`src/hdl/pps_pkg.sv`:
```
// Functional notes
// (RULE1) Boot-select low during reset gives all four control pins to GPIO.
// (RULE2) Boot-select high during reset gives all four pins to the memory bus.
// (RULE3) The function is latched as reset is released and never changes.
// (RULE4) A pin given to GPIO leaves reset with its direction set to input.
// (RULE5) Pin a is memory ready; pins b, c, d are space 0, 1, 2 selects.
// (RULE6) A select pin floats in reset, then drives high as an output.
// (RULE7) Ready low from the far device stretches the access one cycle a time.
// (RULE8) The ready pin has a pull-up that the bus control setting can drop.
// (RULE9) Ready high at the check point ends the access with no more waits.
package pps_pkg;

  // ****************************************************
  // Pin indices and widths
  // ****************************************************
  localparam int PPS_NUM_PINS = 4;
  localparam int PPS_NUM_SEL = 3;
  localparam int PPS_IDX_READY = 0;
  localparam int PPS_IDX_SEL0 = 1;
  localparam int PPS_WAIT_CNT_W = 8;

  // ****************************************************
  // Reset values and timing counts
  // ****************************************************
  localparam logic [3:0] PPS_GPIO_DIR_RST = 4'h0;
  localparam logic [3:0] PPS_PIN_OUT_RST = 4'hf;
  localparam logic [2:0] PPS_SEL_IDLE = 3'h7;
  localparam logic [1:0] PPS_SETTLE_CYCLES = 2'h2;
  localparam int PPS_STROBE_CYCLES = 1;

  // ****************************************************
  // Types
  // ****************************************************
  typedef enum logic {
    PPS_FUNC_GPIO,
    PPS_FUNC_MEM
  } pps_func_t;

  typedef enum logic [1:0] {
    PPS_BOOT_SETTLE,
    PPS_BOOT_LATCH,
    PPS_BOOT_RUN
  } pps_boot_t;

  typedef enum logic [1:0] {
    PPS_ACC_IDLE,
    PPS_ACC_STROBE,
    PPS_ACC_CHECK
  } pps_acc_t;

endpackage

```
`src/hdl/pps_pin_select.sv`:
```
module pps_pin_select #(
  parameter int STROBE_CYCLES = pps_pkg::PPS_STROBE_CYCLES
) (
  // Clock and reset
  input wire logic i_core_clk,
  input wire logic i_nrst,
  // Boot function strap pin
  input wire logic i_boot_function_select_pin,
  // Control pins: a is ready, b..d are space selects
  input wire logic [pps_pkg::PPS_NUM_PINS-1:0] i_port_io_line,
  output logic [pps_pkg::PPS_NUM_PINS-1:0] o_port_io_line,
  output logic [pps_pkg::PPS_NUM_PINS-1:0] o_port_io_line_oe,
  output logic o_mem_ready_pull_en,
  // GPIO function side
  input wire logic i_gpio_dir_wr,
  input wire logic [pps_pkg::PPS_NUM_PINS-1:0] i_gpio_dir_data,
  input wire logic [pps_pkg::PPS_NUM_PINS-1:0] i_gpio_out,
  output logic [pps_pkg::PPS_NUM_PINS-1:0] o_gpio_in,
  output logic [pps_pkg::PPS_NUM_PINS-1:0] o_gpio_dir,
  // Memory interface side
  input wire logic [pps_pkg::PPS_NUM_SEL-1:0] i_mem_space_select_n,
  input wire logic i_ready_pullup_dis,
  input wire logic i_access_start,
  output logic o_mem_ready_in,
  output logic o_access_busy,
  output logic o_access_done,
  output logic [pps_pkg::PPS_WAIT_CNT_W-1:0] o_access_wait_count,
  // Function status
  output logic o_func_valid,
  output logic o_func_mem
);
  import pps_pkg::*;

  // ****************************************************
  // Pin input synchronisers
  // ****************************************************
  logic boot_meta;
  logic boot_sync;
  logic [PPS_NUM_PINS-1:0] pin_meta;
  logic [PPS_NUM_PINS-1:0] pin_sync;

  // Two flops on every pin before any logic reads it
  always_ff @(posedge i_core_clk or negedge i_nrst)
  begin
    if (!i_nrst)
    begin
      boot_meta <= 1'b0;
      boot_sync <= 1'b0;
      pin_meta <= '1;
      pin_sync <= '1;
    end
    else
    begin
      boot_meta <= i_boot_function_select_pin;
      boot_sync <= boot_meta;
      pin_meta <= i_port_io_line;
      pin_sync <= pin_meta;
    end
  end

  // ****************************************************
  // Boot function latch
  // ****************************************************
  pps_boot_t boot_state;
  pps_boot_t next_boot_state;
  logic [1:0] settle_cnt;
  logic [1:0] next_settle_cnt;
  pps_func_t func;
  pps_func_t next_func;

  // Wait for the strap to pass the synchroniser, then latch it once
  always_comb
  begin
    next_boot_state = boot_state;
    next_settle_cnt = settle_cnt;
    next_func = func;
    unique case (boot_state)
      PPS_BOOT_SETTLE:
      begin
        next_settle_cnt = settle_cnt + 2'h1;
        if (next_settle_cnt == PPS_SETTLE_CYCLES)
          next_boot_state = PPS_BOOT_LATCH;
      end
      PPS_BOOT_LATCH:
      begin
        if (boot_sync)
          next_func = PPS_FUNC_MEM; // RULE2
        else
          next_func = PPS_FUNC_GPIO; // RULE1
        next_boot_state = PPS_BOOT_RUN; // RULE3
      end
      PPS_BOOT_RUN:
      begin
        next_boot_state = PPS_BOOT_RUN; // RULE3
      end
      default:
      begin
        next_boot_state = PPS_BOOT_SETTLE;
      end
    endcase
  end

  // Boot latch registers
  always_ff @(posedge i_core_clk or negedge i_nrst)
  begin
    if (!i_nrst)
    begin
      boot_state <= PPS_BOOT_SETTLE;
      settle_cnt <= 2'h0;
      func <= PPS_FUNC_GPIO;
    end
    else
    begin
      boot_state <= next_boot_state;
      settle_cnt <= next_settle_cnt;
      func <= next_func;
    end
  end

  logic func_valid;
  logic mem_mode;

  assign func_valid = (boot_state == PPS_BOOT_RUN);
  assign mem_mode = func_valid && (func == PPS_FUNC_MEM);

  // ****************************************************
  // GPIO direction
  // ****************************************************
  logic [PPS_NUM_PINS-1:0] gpio_dir;
  logic [PPS_NUM_PINS-1:0] next_gpio_dir;

  // Direction writes only count once the function is known to be GPIO
  always_comb
  begin
    next_gpio_dir = gpio_dir;
    if (i_gpio_dir_wr && func_valid && !mem_mode)
      next_gpio_dir = i_gpio_dir_data;
  end

  // Directions come out of reset as inputs
  always_ff @(posedge i_core_clk or negedge i_nrst)
  begin
    if (!i_nrst)
      gpio_dir <= PPS_GPIO_DIR_RST; // RULE4
    else
      gpio_dir <= next_gpio_dir;
  end

  // ****************************************************
  // Pin drivers
  // ****************************************************
  logic [PPS_NUM_PINS-1:0] pin_out;
  logic [PPS_NUM_PINS-1:0] pin_oe;
  logic [PPS_NUM_PINS-1:0] next_pin_out;
  logic [PPS_NUM_PINS-1:0] next_pin_oe;
  logic pull_en;
  logic next_pull_en;

  // Route each pin from GPIO or memory function
  always_comb
  begin
    next_pin_out = PPS_PIN_OUT_RST;
    next_pin_oe = '0; // RULE6
    next_pull_en = 1'b1;
    if (mem_mode)
    begin
      // Ready pin stays an input; selects drive idle-high or active
      next_pin_oe[PPS_IDX_READY] = 1'b0; // RULE5
      next_pin_oe[PPS_IDX_SEL0 +: PPS_NUM_SEL] = '1; // RULE6
      next_pin_out[PPS_IDX_SEL0 +: PPS_NUM_SEL] =
        i_mem_space_select_n; // RULE5
      next_pull_en = !i_ready_pullup_dis; // RULE8
    end
    else if (func_valid)
    begin
      next_pin_out = i_gpio_out;
      next_pin_oe = gpio_dir; // RULE1
      next_pull_en = 1'b0;
    end
  end

  // Pin driver registers, floating with selects high in reset
  always_ff @(posedge i_core_clk or negedge i_nrst)
  begin
    if (!i_nrst)
    begin
      pin_out <= PPS_PIN_OUT_RST;
      pin_oe <= '0; // RULE6
      pull_en <= 1'b1;
    end
    else
    begin
      pin_out <= next_pin_out;
      pin_oe <= next_pin_oe;
      pull_en <= next_pull_en;
    end
  end

  // ****************************************************
  // Inputs to the two functions
  // ****************************************************
  logic ready_level;

  // Ready reads high unless the pin carries the ready function
  assign ready_level = mem_mode ? pin_sync[PPS_IDX_READY] : 1'b1; // RULE8

  // ****************************************************
  // Wait-state extension
  // ****************************************************
  pps_access_wait #(
    .STROBE_CYCLES(STROBE_CYCLES)
  ) u_wait (
    .i_core_clk(i_core_clk),
    .i_nrst(i_nrst),
    .i_start(i_access_start && mem_mode),
    .i_ready(ready_level), // RULE7
    .o_busy(o_access_busy),
    .o_done(o_access_done),
    .o_wait_count(o_access_wait_count)
  );

  // ****************************************************
  // Outputs
  // ****************************************************
  assign o_port_io_line = pin_out;
  assign o_port_io_line_oe = pin_oe;
  assign o_mem_ready_pull_en = pull_en;
  assign o_gpio_in = (func_valid && !mem_mode) ? pin_sync : '0;
  assign o_gpio_dir = gpio_dir;
  assign o_mem_ready_in = ready_level;
  assign o_func_valid = func_valid;
  assign o_func_mem = mem_mode;

endmodule

```
`src/hdl/pps_access_wait.sv`:
```
module pps_access_wait #(
  parameter int STROBE_CYCLES = pps_pkg::PPS_STROBE_CYCLES
) (
  // Clock and reset
  input wire logic i_core_clk,
  input wire logic i_nrst,
  // Access request from the memory engine
  input wire logic i_start,
  // Synchronised ready level, high when unused
  input wire logic i_ready,
  // Access status
  output logic o_busy,
  output logic o_done,
  output logic [pps_pkg::PPS_WAIT_CNT_W-1:0] o_wait_count
);
  import pps_pkg::*;

  localparam int CNT_W = (STROBE_CYCLES > 1) ? $clog2(STROBE_CYCLES) : 1;
  localparam logic [CNT_W-1:0] STROBE_LAST = CNT_W'(STROBE_CYCLES - 1);

  pps_acc_t state;
  pps_acc_t next_state;
  logic [CNT_W-1:0] cnt;
  logic [CNT_W-1:0] next_cnt;
  logic [PPS_WAIT_CNT_W-1:0] wait_count;
  logic [PPS_WAIT_CNT_W-1:0] next_wait_count;
  logic done;
  logic next_done;

  // ****************************************************
  // Access sequencer
  // ****************************************************
  // Next state of strobe counter, wait counter and done pulse
  always_comb
  begin
    next_state = state;
    next_cnt = cnt;
    next_wait_count = wait_count;
    next_done = 1'b0;
    unique case (state)
      PPS_ACC_IDLE:
      begin
        if (i_start)
        begin
          next_state = PPS_ACC_STROBE;
          next_cnt = '0;
          next_wait_count = '0;
        end
      end
      PPS_ACC_STROBE:
      begin
        if (cnt == STROBE_LAST)
          next_state = PPS_ACC_CHECK;
        else
          next_cnt = cnt + CNT_W'(1);
      end
      PPS_ACC_CHECK:
      begin
        if (i_ready)
        begin
          next_state = PPS_ACC_IDLE; // RULE9
          next_done = 1'b1;
        end
        else if (wait_count != '1)
          next_wait_count = wait_count + PPS_WAIT_CNT_W'(1); // RULE7
      end
    endcase
  end

  // Sequencer registers
  always_ff @(posedge i_core_clk or negedge i_nrst)
  begin
    if (!i_nrst)
    begin
      state <= PPS_ACC_IDLE;
      cnt <= '0;
      wait_count <= '0;
      done <= 1'b0;
    end
    else
    begin
      state <= next_state;
      cnt <= next_cnt;
      wait_count <= next_wait_count;
      done <= next_done;
    end
  end

  assign o_busy = (state != PPS_ACC_IDLE);
  assign o_done = done;
  assign o_wait_count = wait_count;

endmodule

```
`config.mk`:
```
export PLATFORM = sky130hd
export DESIGN_NAME = pps_pin_select
export DESIGN_NICKNAME = d
export VERILOG_FILES = /design/src/hdl/pps_pkg.sv /design/src/hdl/pps_pin_select.sv /design/src/hdl/pps_access_wait.sv
export SDC_FILE = /design/constraint.sdc
export NUM_CORES = 1
export LEC_CHECK = 0
export BUFFER_PORTS_ARGS = -buffer_cell sky130_fd_sc_hd__buf_2
export CELL_PAD_IN_SITES_DETAIL_PLACEMENT = 0
export CELL_PAD_IN_SITES_GLOBAL_PLACEMENT = 1
export CORE_MARGIN = 5
export CORE_UTILIZATION = 43
export DETAILED_ROUTE_END_ITERATION = 10
export PLACE_DENSITY_LB_ADDON = 0.25
export SLEW_MARGIN = 20
export SYNTH_ARGS = -nofsm -noshare
export SYNTH_HDL_FRONTEND = slang
export SYNTH_HIERARCHICAL = 1
export SYNTH_SLANG_ARGS = --single-unit
export TNS_END_PERCENT = 100
```
`constraint.sdc`:
```
create_clock -name i_core_clk -period 3.1 [get_ports i_core_clk]
set_input_delay 0.62 -clock i_core_clk [delete_from_list [all_inputs] [get_ports i_core_clk]]
set_output_delay 0.62 -clock i_core_clk [all_outputs]
set_load 0.1 [all_outputs]
```
Yosys cells after proc, flatten, opt, wreduce, memory -nomap -nowiden
Cells that the tools add are included.
- bits in registers: 40
- RAM bits: 0
- output and inout bits: 30
- logic and storage cells: 71
- bits in latches: 0
- memories: 0
- ROM bits: 0
- input port bits: 21
- div/mod/pow operators: 0
- mux-type cells: 25
- shift operators: 0
- reduce and logical (&&, ||, !) cells: 16
- $lt $le $gt $ge: 0
- equal/unequal tests: 12
- bitwise gates (word level): 0
- multiply operators: 0
- add/sub/neg operators: 3
- operators by type and width (kind ; number):
    8-bit 2-to-1 mux ; 3
    4-bit 2-to-1 mux ; 4
    8-bit case mux with 2 select lines ; 1
    1-bit 2-to-1 mux ; 9
    8-bit by 1-bit adder with 8-bit output, second input constant ; 1
    2-bit 2-to-1 mux ; 4
    2-bit != test, second input constant ; 4
    8-bit != test, second input constant ; 1
    2-bit equality test, second input constant ; 3
    2-bit case mux with 3 select lines ; 1
    2-bit nonzero test ; 3
    1-bit logical AND ; 5
    2-bit by 1-bit equality test with 1-bit output, second input constant ; 2
    2-bit zero test ; 2
    2-bit by 1-bit != test with 1-bit output, second input constant ; 2
    2-bit case mux with 2 select lines ; 1
    4-bit AND reduction ; 1
    3-bit 2-to-1 mux ; 1
    3-bit AND reduction ; 1
    2-bit by 1-bit adder with 2-bit output, second input constant ; 1
    1-bit zero test ; 2
    1-bit case mux with 2 select lines ; 1
    2-bit AND reduction ; 1
    2-bit OR reduction ; 1
    1-bit adder, second input constant ; 1

Logic depth before layout (Yosys ltp)
Gate-level depths: netlist (run 1).
- depth after elaboration: 5
- gate-level depth with buffers: 8

Cells and area by module
The synthesis (run 1) kept the hierarchy.
- by module, submodules not included (module ; sequential area each (um2) ; area an instance (um2) ; cells each ; instances):
    pps_pin_select ; 716.9 ; 1092.3 ; 72 ; 1
    pps_access_wait ; 275.3 ; 645.6 ; 67 ; 1

Worst setup path before layout (run 1)
Ideal clock, no wire load.
- kind: reg-to-reg
- start point: register boot_state[0]
- end point: register u_wait.wait_count[7], in the netlist u_wait/o_wait_count[7]
- stages on the path, launching flop included: 9
- setup time: 126 ps
- arrival time: 3715 ps
- required time: 2974 ps
- slack: -741 ps
- path through: dfrtp_1 > inv_1 > ha_1 > nand3b_1 > nand2_1 > o211ai_2 > or2_1 > buf_6 > a221o_1
- cells in the longest elaborated chain, start to end: 5
- elaborated cells on any way between the ends: 7
- those cells by class: eq/ne (3); mux (1); reduce/logical (3)
- ends and longest elaborated chain (element ; line ; source):
    from (decl) ; pps_pin_select.sv:64 ; pps_boot_t boot_state;
    from (signal assigned) ; pps_pin_select.sv:114 ; boot_state <= next_boot_state;
    2-bit equality test ; pps_pin_select.sv:123 ; assign func_valid = (boot_state == PPS_BOOT_RUN);
    named net o_func_valid ; pps_pin_select.sv:29 ; output logic o_func_valid,
    1-bit logical AND ; pps_pin_select.sv:124 ; assign mem_mode = func_valid && (func == PPS_FUNC_MEM);
    1-bit 2-to-1 mux ; pps_pin_select.sv:205 ; assign ready_level = mem_mode ? pin_sync[PPS_IDX_READY] : 1'b1;
    named net o_mem_ready_in ; pps_pin_select.sv:24 ; output logic o_mem_ready_in,
    2-bit != test (no source line) ; - ;
    4-bit AND reduction (no source line) ; - ;
    to (signal assigned) ; pps_access_wait.sv:84 ; wait_count <= next_wait_count;
    to (decl) ; pps_access_wait.sv:25 ; logic [PPS_WAIT_CNT_W-1:0] wait_count;
The timed path passes the listed nets, and every way through them passes these cells.
A chain may end at the register's enable or synchronous reset.

Worst setup path in the final report (run 1)
- start point: register boot_state[0]
- end point: output port o_gpio_in[2] in the netlist's numbering
- cells in the longest elaborated chain, start to end: 5
- ends and longest elaborated chain (element ; line ; source):
    2-bit equality test * ; pps_pin_select.sv:123 ;
    1-bit logical AND ; pps_pin_select.sv:124 ;
    1-bit zero test ; pps_pin_select.sv:228 ; assign o_gpio_in = (func_valid && !mem_mode) ? pin_sync : '0;
    1-bit logical AND * ; pps_pin_select.sv:228 ;
    4-bit 2-to-1 mux * ; pps_pin_select.sv:228 ;
    to (decl) ; pps_pin_select.sv:18 ; output logic [pps_pkg::PPS_NUM_PINS-1:0] o_gpio_in,
Mark *: on every way between the ends. The rest lies on a longest branch, timed or not.

==> results of run 1 <==
worst max-delay path: stages, from the launching register on:
cell	delay, ps
dfrtp_1	400
inv_1	170
ha_1	360
and2b_1	230
and2_1	150
buf_2	420
power groups by stage:
stage                     Sequential, uW  Clock, uW  Combinational (uW)
after floorplan                      890          0                 296
after global placement               622          0                 653
after detailed placement             627          0                 665
after CTS                            618        433                 666
after global routing                 626        454                 696
final                                617        414                 661
synthesized netlist by cell type (all sizes together), types with 3 or more instances:
cell type | n | share of area, %
dfrtp | 26 | 37
dfstp | 13 | 20
ha | 10 | 7.2
inv | 9 | 1.9
nand2 | 9 | 1.9
nand2b | 8 | 3.0
o21ai | 8 | 2.3
mux2 | 7 | 5.4
and2 | 6 | 2.2
and3 | 5 | 1.9
nand3 | 5 | 1.4
buf | 4 | 1.8
mux2i | 4 | 2.3
o21a | 4 | 1.7
nor2 | 3 | 0.65
area by class of cell:
class / count / area (um2) / share of cell area [%]
flip-flops and latches: 39 / 992.2 / 46.27
multi-input cells: 87 / 693.2 / 32.32
clock inverters: 3 / 43.79 / 2.042
inverters: 9 / 33.78 / 1.575
well taps: 50 / 62.56 / 2.917
clock buffers: 5 / 68.82 / 3.209
repair buffers: 50 / 250.2 / 11.67
stage by stage:
step / area (um2) / worst slack, ps
6_report: 2145 / 451.2
4_1_cts: 2145 / 430.1
2_1_floorplan: 1750 / 4.024
5_1_grt: 2145 / 327.4
3_3_place_gp: 2032 / 832.2
3_5_place_dp: 2032 / 767.0
layer usage:
layer  vias up  GRT usage, %  part of all wire [%]
li1        578             -                     -
met1       567         17.52                    43
met2        41         21.65                    48
met3         4         5.198                   8.6
met4         0         4.225                  0.87
met5         -             0                     0
worst min-delay path by stage:
stage	slack, ps	to	startpoint
after floorplan	320	boot_meta	i_nrst
after global placement	350	boot_sync	boot_meta
after detailed placement	350	pin_sync[0]	pin_meta[0]
after CTS	360	pin_sync[1]	pin_meta[1]
after global routing	360	pin_sync[2]	pin_meta[2]
final	360	pin_sync[1]	pin_meta[1]
kinds of logic after synthesis:
| kind of cell | Yosys count | synth area share (%) |
|---|---|---|
| buffers and inverters | 13 | 3.743 |
| xor gates and xnor gates | 1 | 0.5041 |
| and+or+nand+nor | 45 | 15.62 |
| adders and majority gates | 10 | 7.199 |
| DFF | 39 | 57.09 |
| muxes | 11 | 7.703 |
| AOI/OAI and AO/OA | 20 | 8.136 |
flip-flops by register name, indices dropped and copies added (netlist names), 4 cells and up:
| signal | cells |
|---|---|
| o_gpio_dir | 4 |
| u_wait/o_wait_count | 8 |
| pin_meta | 4 |
| o_port_io_line | 4 |
| pin_sync | 4 |
| o_port_io_line_oe | 4 |
==> out/qor.log, run 1 <==
INFO  outcome        run_status=completed
INFO  clock_tree     cts_resized=0
INFO  sta            fin_skew=7.288ps
INFO  clock_tree     cts-buffers-inserted=5
INFO  sta            unrepaired_setup_endpoints_after_global_routing=no
INFO  grt            grt_max_degree=40
INFO  grt            grt_util_all_layers=13.74%
INFO  final_layout   drive_above_1_share=44.04%
INFO  min_path       hold_path.class=reg -> reg
INFO  power          netSwitchingFraction=44.26%
INFO  final_layout   mostFrequentLayoutCells=buf_2 (50), dfrtp_1 (26), dfstp_2 (13)
INFO  worst_setup_path regToRegSetupSlack=970ps
INFO  synth          synthArstFlopShare=100.0%
INFO  sta            setup_viol_count_final=0
INFO  worst_setup_path rr_startpoint=boot_state[0]
INFO  clock_tree     root_buffer=clkbuf_8
INFO  synth          synth_area=0.001738mm2
INFO  worst_setup_path worst_setup_path_startpoint=boot_state[0]
INFO  final_layout   layout.core_utilization=54.00%
INFO  die            fp.dieW=73.58um
INFO  grt            first_global_vias=1,218
INFO  clock_tree     cts_hold_fix_bufs=0
INFO  grt            antenna_violations_before_repair=0
INFO  drt            routed_wl=3464um
INFO  final_layout   finish.net_count=223
INFO  worst_setup_path type_of_destination_of_the_critical_path=output port
INFO  drt            postRouteAntennaNets=0
INFO  synth          yosys_warnings=6
INFO  power          total_switching_power=749.1uW
INFO  run            maxCapViolations=0
INFO  power          p_leak=0.001090uW
INFO  die            fp-row-count=23
INFO  power          cellInternalPower=943.6uW
INFO  power          totalPowerFinal=1693uW
INFO  synth          syn-num-nets=170
INFO  clock_tree     cts_tree=done
INFO  placement      io_buffer_count=50
INFO  placement      place_congestion=0.7732
INFO  die            floorplan.core_area=0.003971mm2
INFO  final_layout   instances_no_fill=243
INFO  synth          synthesis.instances=139
INFO  drt            via_per_inst=4.897
INFO  min_path       holdPathStages=0
INFO  synth          avgSynthCellArea=12.50um2
INFO  drt            drtPass1Iterations=4
INFO  final_layout   fillCellCount=349
INFO  clock_tree     clock_path_buffers=2
INFO  die            initial_core_util=43.76%
INFO  grt            grt_overflow=0
INFO  synth          synth_cell_type_count=35
INFO  synth          synth_seq_cells=39
INFO  final_layout   syn2layout_area_growth=23.40%
INFO  die            design.die.area=0.005413mm2
INFO  drt            wire_per_inst=14.26um
INFO  sta            finalCritPeriodShare=85.45%
INFO  power          share_comb_of_total_power=39.1%
INFO  sta            timing_hold_violations_final=0
INFO  worst_setup_path crit-reg2reg-capture=u_wait/o_wait_count[7]
INFO  die            fp.dieH=73.58um
INFO  synth          synth_seq_area_share=57.09%
INFO  die            top_level_ports=51
INFO  clock_tree     clock_insertion_delay_worst_skew=280ps
INFO  sta            relSlewSlack=44.99%
INFO  synth          synth_flop_cell=dfrtp_1
INFO  worst_setup_path critical_path_arrival=2030ps
INFO  clock_tree     cts.clk_slew.worst_paths=80ps
INFO  placement      dp.cells=235
INFO  grt            grt_first_pass_wirelength=5637um
INFO  synth          synth-edff-count=0
INFO  power          irDropWorstVdd=456.0uV
INFO  worst_setup_path crit_end=o_gpio_in[2]
INFO  worst_setup_path cp.required=2480ps
INFO  worst_setup_path worstRegToRegCells=7
INFO  power          p_per_area=789.3mW/mm2
INFO  sta            fmaxAchievable=0.3775GHz
INFO  sta            final_critical_path_required_period=2649ps
INFO  final_layout   final_common_cell=buf_2
INFO  drt            post-route-drc-count=0
INFO  worst_setup_path critPathLaunchType=flop
INFO  sta            final-max-slew-violation-count=0
INFO  placement      detailed_placement_wirelength_estimate=2599um
INFO  sta            worst_hold_slack=357.3ps
INFO  drt            drtIter0Drc=105
INFO  clock_tree     cts_h_tree_depth=2
INFO  worst_setup_path path_class=reg -> out
INFO  sta            timing_worst_slew_pin_value=825.2ps
INFO  clock_tree     postCtsSetupBuffers=0
INFO  worst_setup_path critical_path_peak_fanout=9
INFO  power          share_seq_of_total_power=36.4%
INFO  final_layout   n_antenna_cell=0
INFO  sta            timing.setup.tns=0ps
INFO  drt            detailroute.via_count=1,190
INFO  clock_tree     clkSinkCount=39
INFO  power          pwr-share-clk=24.5%
Power figures use the tool's default switching activity.
==> inputs of run 2 (changes only) <==
--- a/config.mk
+++ b/config.mk
@@ -8,7 +8,6 @@
 export BUFFER_PORTS_ARGS = -buffer_cell sky130_fd_sc_hd__buf_2
 export CELL_PAD_IN_SITES_DETAIL_PLACEMENT = 0
 export CELL_PAD_IN_SITES_GLOBAL_PLACEMENT = 1
-export CORE_MARGIN = 5
 export CORE_UTILIZATION = 43
 export DETAILED_ROUTE_END_ITERATION = 10
 export PLACE_DENSITY_LB_ADDON = 0.25
==> run 2 against run 1 <==
Non-clock buffer count unchanged. Routed wire length fell by 2.1%. Final cell count shrank 0.82%. Fmax increased by 0.19%. Critical endpoint is now o_gpio_in[0]. Highest routed layer unchanged.
==> out/qor.log, run 2 (same netlist as run 1, synthesis figures left out) <==
INFO  power          cellInternalPower=964.5uW [+2.2%]
INFO  clock_tree     clock_path_buffers=2 [unchanged]
INFO  worst_setup_path timing.critical_path.slowest_stage_cell=buf_2
INFO  die            fp.dieH=65.58um [-11%]
INFO  sta            fin_skew=6.538ps [-0.7498 ps]
INFO  clock_tree     clkSinkCount=39 [unchanged]
INFO  power          p_per_area=793.6mW/mm2 [+0.54%]
INFO  worst_setup_path critPathLaunchType=flop
INFO  sta            unrepaired_setup_endpoints_after_global_routing=no
INFO  outcome        run_status=completed
INFO  sta            final_critical_path_required_period=2644ps [-5.141 ps]
INFO  final_layout   final_common_cell=buf_2
INFO  drt            post-route-drc-count=0 [unchanged]
INFO  sta            setup_viol_count_final=0 [unchanged]
INFO  grt            grt_first_pass_wirelength=5692um [+0.98%]
INFO  grt            grt_max_degree=40 [unchanged]
INFO  grt            grt_util_all_layers=17.76% [+4.0 points]
INFO  final_layout   n_antenna_cell=0 [unchanged]
INFO  power          share_seq_of_total_power=36.1% [-0.3 points]
INFO  sta            timing_hold_violations_final=0 [unchanged]
INFO  drt            postRouteAntennaNets=0 [unchanged]
INFO  final_layout   finish.net_count=223 [unchanged]
INFO  drt            via_per_inst=5.025 [+2.6%]
INFO  clock_tree     postCtsSetupBuffers=0 [unchanged]
INFO  power          netSwitchingFraction=43.39% [-0.86 points]
INFO  min_path       hold_path.class=reg -> reg
INFO  worst_setup_path path_delay_family=buffers and inverters
INFO  power          pwr-share-clk=25.2% [+0.7 points]
INFO  placement      place_congestion=0.7801 [+0.89%]
INFO  final_layout   max_reg_flops=8 [unchanged]
INFO  min_path       holdPathStages=0 [unchanged]
INFO  die            design.die.area=0.004300mm2 [-21%]
INFO  clock_tree     cts-buffers-inserted=5 [unchanged]
INFO  worst_setup_path critical_path_arrival=2020ps [about the same]
INFO  drt            drtIter0Drc=66 [-37%]
INFO  final_layout   syn2layout_area_growth=23.54%
INFO  final_layout   drive_above_1_share=44.04% [unchanged]
INFO  grt            first_global_vias=1,248 [+2.5%]
INFO  clock_tree     cts_tree=done
INFO  final_layout   fillCellCount=319 [-8.6%]
INFO  sta            final-max-slew-violation-count=0 [unchanged]
INFO  sta            timing.setup.tns=0ps [unchanged]
INFO  worst_setup_path worst-path-stages=5 [unchanged]
INFO  grt            antenna_violations_before_repair=0 [unchanged]
INFO  worst_setup_path crit_path_cell_chain=inv_1 > ha_1 > and2b_1 > and2_1 > buf_2
INFO  clock_tree     cts.clk_slew.worst_paths=80ps [about the same]
INFO  sta            relSlewSlack=45.50% [+0.51 points]
INFO  power          total_switching_power=739.4uW [-1.3%]
INFO  die            initial_core_util=46.08% [+2.3 points]
INFO  clock_tree     cts_resized=0 [unchanged]
INFO  sta            timing_worst_slew_pin_value=817.5ps [-7.637 ps]
INFO  worst_setup_path cp.required=2480ps [about the same]
INFO  sta            fmaxAchievable=0.3783GHz [+0.19%]
INFO  worst_setup_path path_class=reg -> out
INFO  power          totalPowerFinal=1704uW [+0.66%]
INFO  power          p_leak=0.001093uW [+0.28%]
INFO  clock_tree     cts_hold_fix_bufs=0 [unchanged]
INFO  die            floorplan.core_area=0.003771mm2 [-5.0%]
INFO  placement      detailed_placement_wirelength_estimate=2453um [-5.6%]
INFO  clock_tree     cts_h_tree_depth=2 [unchanged]
INFO  grt            grt_overflow=0 [unchanged]
INFO  drt            drtPass1Iterations=4 [unchanged]
INFO  power          irDropWorstVdd=375.0uV [-18%]
INFO  drt            wire_per_inst=14.07um [-1.3%]
INFO  power          share_comb_of_total_power=38.6% [-0.5 points]
INFO  die            fp.dieW=65.58um [-11%]
INFO  worst_setup_path cp_slowest_stage_delay=420ps [about the same]
INFO  drt            detailroute.via_count=1,211 [+1.8%]
INFO  clock_tree     clock_insertion_delay_worst_skew=290ps [about the same]
INFO  worst_setup_path type_of_destination_of_the_critical_path=output port
INFO  placement      io_buffer_count=50 [unchanged]
INFO  sta            finalCritPeriodShare=85.28% [-0.17 points]
INFO  run            maxCapViolations=0 [unchanged]
INFO  clock_tree     root_buffer=clkbuf_8
INFO  worst_setup_path worstRegToRegCells=7 [unchanged]
INFO  final_layout   mostFrequentLayoutCells=buf_2 (50), dfrtp_1 (26), dfstp_2 (13)
INFO  worst_setup_path cp_num_buf_inv=2 [unchanged]
INFO  drt            routed_wl=3391um [-2.1%]
INFO  die            top_level_ports=51 [unchanged]
INFO  die            fp-row-count=22 [-4.3%]
INFO  worst_setup_path critical_path_peak_fanout=9 [unchanged]
==> run 2: final cells by class <==
cell class / instances / area (um2) / share of cell area [%]
clock buffers: 6 / 82.58 / 3.846
well taps: 48 / 60.06 / 2.797
flip-flops and latches: 39 / 992.2 / 46.21
repair buffers: 50 / 250.2 / 11.66
inverters: 9 / 33.78 / 1.573
multi-input cells: 87 / 693.2 / 32.28
clock inverters: 2 / 35.03 / 1.632
==> run 2: final timing paths <==
kind | from | endpoint | slack [ps]
worst max-delay path | boot_state[0] | o_gpio_in[0] | 460
worst min-delay path | boot_meta | boot_sync | 350
min in group asynchronous | i_nrst | o_port_io_line_oe[0] | 430
max in group asynchronous | i_nrst | u_wait/o_wait_count[2] | 2150
worst min register to register | boot_meta | boot_sync | 350
worst max register to register | boot_state[0] | u_wait/o_wait_count[7] | 960
==> run 2: power groups by stage <==
stage / Sequential, uW / Combinational, uW / Clock (uW)
floorplan: 890 / 296 / 0
global route: 623 / 700 / 465
detailed placement: 624 / 660 / 0
finish: 616 / 658 / 430
global placement: 620 / 650 / 0
CTS: 616 / 662 / 437
==> run 2: stage by stage <==
stage	hold WS, ps	setup WS [ps]	instances	utilization [%]	cell area, um2
2_1_floorplan	324.4	4.024	139	-	1750
3_3_place_gp	337.4	811.4	233	53.82	2029
3_5_place_dp	337.3	735.1	233	53.82	2029
4_1_cts	353.7	414.3	241	56.93	2147
5_1_grt	367.4	304.1	241	56.93	2147
6_report	351.0	456.3	241	56.93	2147
==> run 2: routing by layer <==
metal,wire [um],vias up,GRT usage (%)
li1,-,575,-
met4,55,0,6.793
met5,0,-,0
met1,1512,592,21.70
met2,1639,37,29.38
met3,184,7,5.208
==> inputs of run 3 (changes only) <==
--- a/config.mk
+++ b/config.mk
@@ -8,7 +8,7 @@
 export BUFFER_PORTS_ARGS = -buffer_cell sky130_fd_sc_hd__buf_2
 export CELL_PAD_IN_SITES_DETAIL_PLACEMENT = 0
 export CELL_PAD_IN_SITES_GLOBAL_PLACEMENT = 1
-export CORE_UTILIZATION = 43
+export CORE_UTILIZATION = 40
 export DETAILED_ROUTE_END_ITERATION = 10
 export PLACE_DENSITY_LB_ADDON = 0.25
 export SLEW_MARGIN = 20
==> constraint.sdc (replaced) <==
create_clock -name i_core_clk -period 3 [get_ports i_core_clk]
set_input_delay 0.6 -clock i_core_clk [delete_from_list [all_inputs] [get_ports i_core_clk]]
set_output_delay 0.6 -clock i_core_clk [all_outputs]
set_load 0.1 [all_outputs]
==> run 3 against run 2 <==
Core utilization down 4.5 points. Register-to-register slack better by 30 ps. Via count shrank 1.3%. Critical endpoint is now o_gpio_in[1]. Highest routed layer unchanged.
==> out/qor.log, run 3 (same netlist as run 1, synthesis figures left out) <==
INFO  outcome        run_status=completed
INFO  drt            routed_wl=3243um [-4.4%]
INFO  sta            finalCritPeriodShare=85.31%
INFO  worst_setup_path regToRegSetupSlack=990ps [+30 ps]
INFO  min_path       holdPathStages=0 [unchanged]
INFO  sta            layout_setup_ws=440.7ps [-15.63 ps]
INFO  placement      placement_setup_slack=747.6ps [+12.45 ps]
INFO  clock_tree     clkSinkCount=39 [unchanged]
INFO  sta            timing_worst_slew_pin_value=839.4ps [+21.89 ps]
INFO  clock_tree     cts_hold_fix_bufs=0 [unchanged]
INFO  grt            antenna_violations_before_repair=0 [unchanged]
INFO  worst_setup_path rr_startpoint=boot_state[0]
INFO  clock_tree     cts_h_tree_depth=2 [unchanged]
INFO  clock_tree     cts-buffers-inserted=5 [unchanged]
INFO  grt            use_met2=25.87% [-3.5 points]
INFO  placement      place_congestion=0.7301 [-6.4%]
INFO  sta            final_critical_path_required_period=2559ps
INFO  worst_setup_path crit_path_cell_chain=inv_2 > ha_1 > and2b_1 > and2_1 > buf_2
INFO  final_layout   final_common_cell=buf_2
INFO  power          p_per_area=810.8mW/mm2 [+2.2%]
INFO  grt            global_route.usage.met1=18.48% [-3.2 points]
INFO  drt            drtPass1Iterations=4 [unchanged]
INFO  drt            drtIter0Drc=83 [+26%]
INFO  drt            postRouteAntennaNets=0 [unchanged]
INFO  min_path       worst_hold_startpoint=pin_meta[1]
INFO  power          irDropWorstVdd=339.2uV [-9.5%]
INFO  final_layout   mostFrequentLayoutCells=buf_2 (50), dfrtp_1 (26), dfstp_2 (13)
INFO  final_layout   finish.net_count=223 [unchanged]
INFO  clock_tree     cts_tree=done
INFO  grt            grt_overflow=0 [unchanged]
INFO  worst_setup_path critical_path_peak_fanout=9 [unchanged]
INFO  grt            first_global_vias=1,159 [-7.1%]
INFO  worst_setup_path crit-reg2reg-capture=u_wait/o_wait_count[7]
INFO  grt            grt_max_degree=40 [unchanged]
INFO  sta            final-max-slew-violation-count=0 [unchanged]
INFO  sta            fin_skew=5.676ps [-0.8623 ps]
INFO  grt            grt_first_pass_wirelength=5140um [-9.7%]
INFO  worst_setup_path worstRegToRegCells=7 [unchanged]
INFO  drt            via_per_inst=4.918 [-2.1%]
INFO  worst_setup_path critPathLaunchType=flop
INFO  clock_tree     root_buffer=clkbuf_8
INFO  drt            detailroute.via_count=1,195 [-1.3%]
INFO  sta            unrepaired_setup_endpoints_after_global_routing=no
INFO  die            fp.dieW=67.92um [+3.6%]
INFO  grt            busiest_layer_in_global_routing=met2
INFO  run            maxCapViolations=0 [unchanged]
INFO  min_path       hold_path.class=reg -> reg
INFO  die            top_level_ports=51 [unchanged]
INFO  grt            grt_util_met3=5.000% [-0.21 points]
INFO  sta            relSlewSlack=44.04% [-1.5 points]
INFO  die            design.die.area=0.004612mm2 [+7.3%]
INFO  final_layout   syn2layout_area_growth=23.40%
INFO  worst_setup_path cp.required=2400ps [-80 ps]
INFO  clock_tree     postCtsSetupBuffers=0 [unchanged]
INFO  placement      detailed_placement_wirelength_estimate=2332um [-4.9%]
INFO  final_layout   max_reg_flops=8 [unchanged]
INFO  clock_tree     clock_insertion_delay_worst_skew=280ps [about the same]
INFO  final_layout   drive_above_1_share=44.56% [+0.52 points]
INFO  placement      io_buffer_count=50 [unchanged]
INFO  clock_tree     clock_path_buffers=2 [unchanged]
INFO  min_path       hold_end=pin_sync[1]
INFO  power          p_leak=0.001090uW [-0.22%]
INFO  clock_tree     cts_resized=0 [unchanged]
INFO  drt            wire_per_inst=13.35um [-5.2%]
INFO  sta            timing.setup.tns=0ps [unchanged]
INFO  die            fp-row-count=23 [+4.5%]
INFO  sta            setup_viol_count_final=0 [unchanged]
INFO  sta            timing_hold_violations_final=0 [unchanged]
INFO  worst_setup_path type_of_destination_of_the_critical_path=output port
INFO  drt            post-route-drc-count=0 [unchanged]
INFO  worst_setup_path critical_path_arrival=1960ps [-60 ps]
INFO  die            initial_core_util=42.53% [-3.6 points]
INFO  clock_tree     cts.clk_slew.worst_paths=70ps [about the same]
INFO  worst_setup_path path_delay_family=buffers and inverters
INFO  sta            fmaxAchievable=0.3907GHz
INFO  worst_setup_path cp_num_buf_inv=2 [unchanged]
INFO  worst_setup_path cp_slowest_stage_delay=420ps [about the same]
INFO  final_layout   n_antenna_cell=0 [unchanged]
INFO  worst_setup_path path_class=reg -> out
INFO  die            floorplan.core_area=0.004086mm2 [+8.4%]
INFO  die            fp.dieH=67.92um [+3.6%]
INFO  grt            grt_util_all_layers=15.42% [-2.3 points]
INFO  worst_setup_path timing.critical_path.slowest_stage_cell=buf_2
INFO  worst_setup_path worst-path-stages=5 [unchanged]
INFO  power          totalPowerFinal=1739uW [+2.0%]
## run 3: cell count changes in the layout (fill, tap and decap cells not counted)
cell	delta
clkbuf_8	-1
clkinv_4	+1
inv_1	-1
inv_2	+1
## run 3: stage by stage
stage                     std cells  utilization [%]  hold WS [ps]  area, um2
after floorplan                 139                -         304.4       1750
after global placement          235            49.72         345.7       2032
after detailed placement        235            49.72         345.7       2032
after CTS                       243            52.48         358.5       2145
after global routing            243            52.48         360.9       2145
final                           243            52.48         356.6       2145
## run 3: layout make-up
cell class / count / area, um2
Multi-Input combinational cell: 87 / 693.2
Fill cell: 381 / 1942
Clock buffer: 5 / 68.82
Clock inverter: 3 / 43.79
Tap cell: 50 / 62.56
Inverter: 9 / 33.78
Sequential cell: 39 / 992.2
Timing Repair Buffer: 50 / 250.2
## run 3: worst max-delay path by stage
stage | to | slack (ps) | startpoint
global route | o_gpio_in[1] | 340 | boot_state[0]
finish | o_gpio_in[1] | 440 | boot_state[0]
detailed placement | o_gpio_in[1] | 750 | boot_state[0]
CTS | o_gpio_in[1] | 410 | boot_state[0]
global placement | o_gpio_in[0] | 820 | boot_state[0]
floorplan | u_wait/o_wait_count[7] | 20 | boot_state[0]
## run 3: report_power, final
| group | total, uW | switching [uW] | internal (uW) | leakage, uW |
|---|---|---|---|---|
| clock network | 427 | 179 | 247 | 0.0000581 |
| logic | 677 | 544 | 133 | 0.000576 |
| registers | 635 | 41.8 | 593 | 0.000456 |
| total | 1740 | 765 | 974 | 0.00109 |
## run 3: layer usage
metal,vias to the layer above,part of all wire (%),routed length [um]
li1,579,-,-
met1,574,43,1404
met2,40,49,1595
met4,0,0.52,17
met3,2,7.0,226
met5,-,0,0
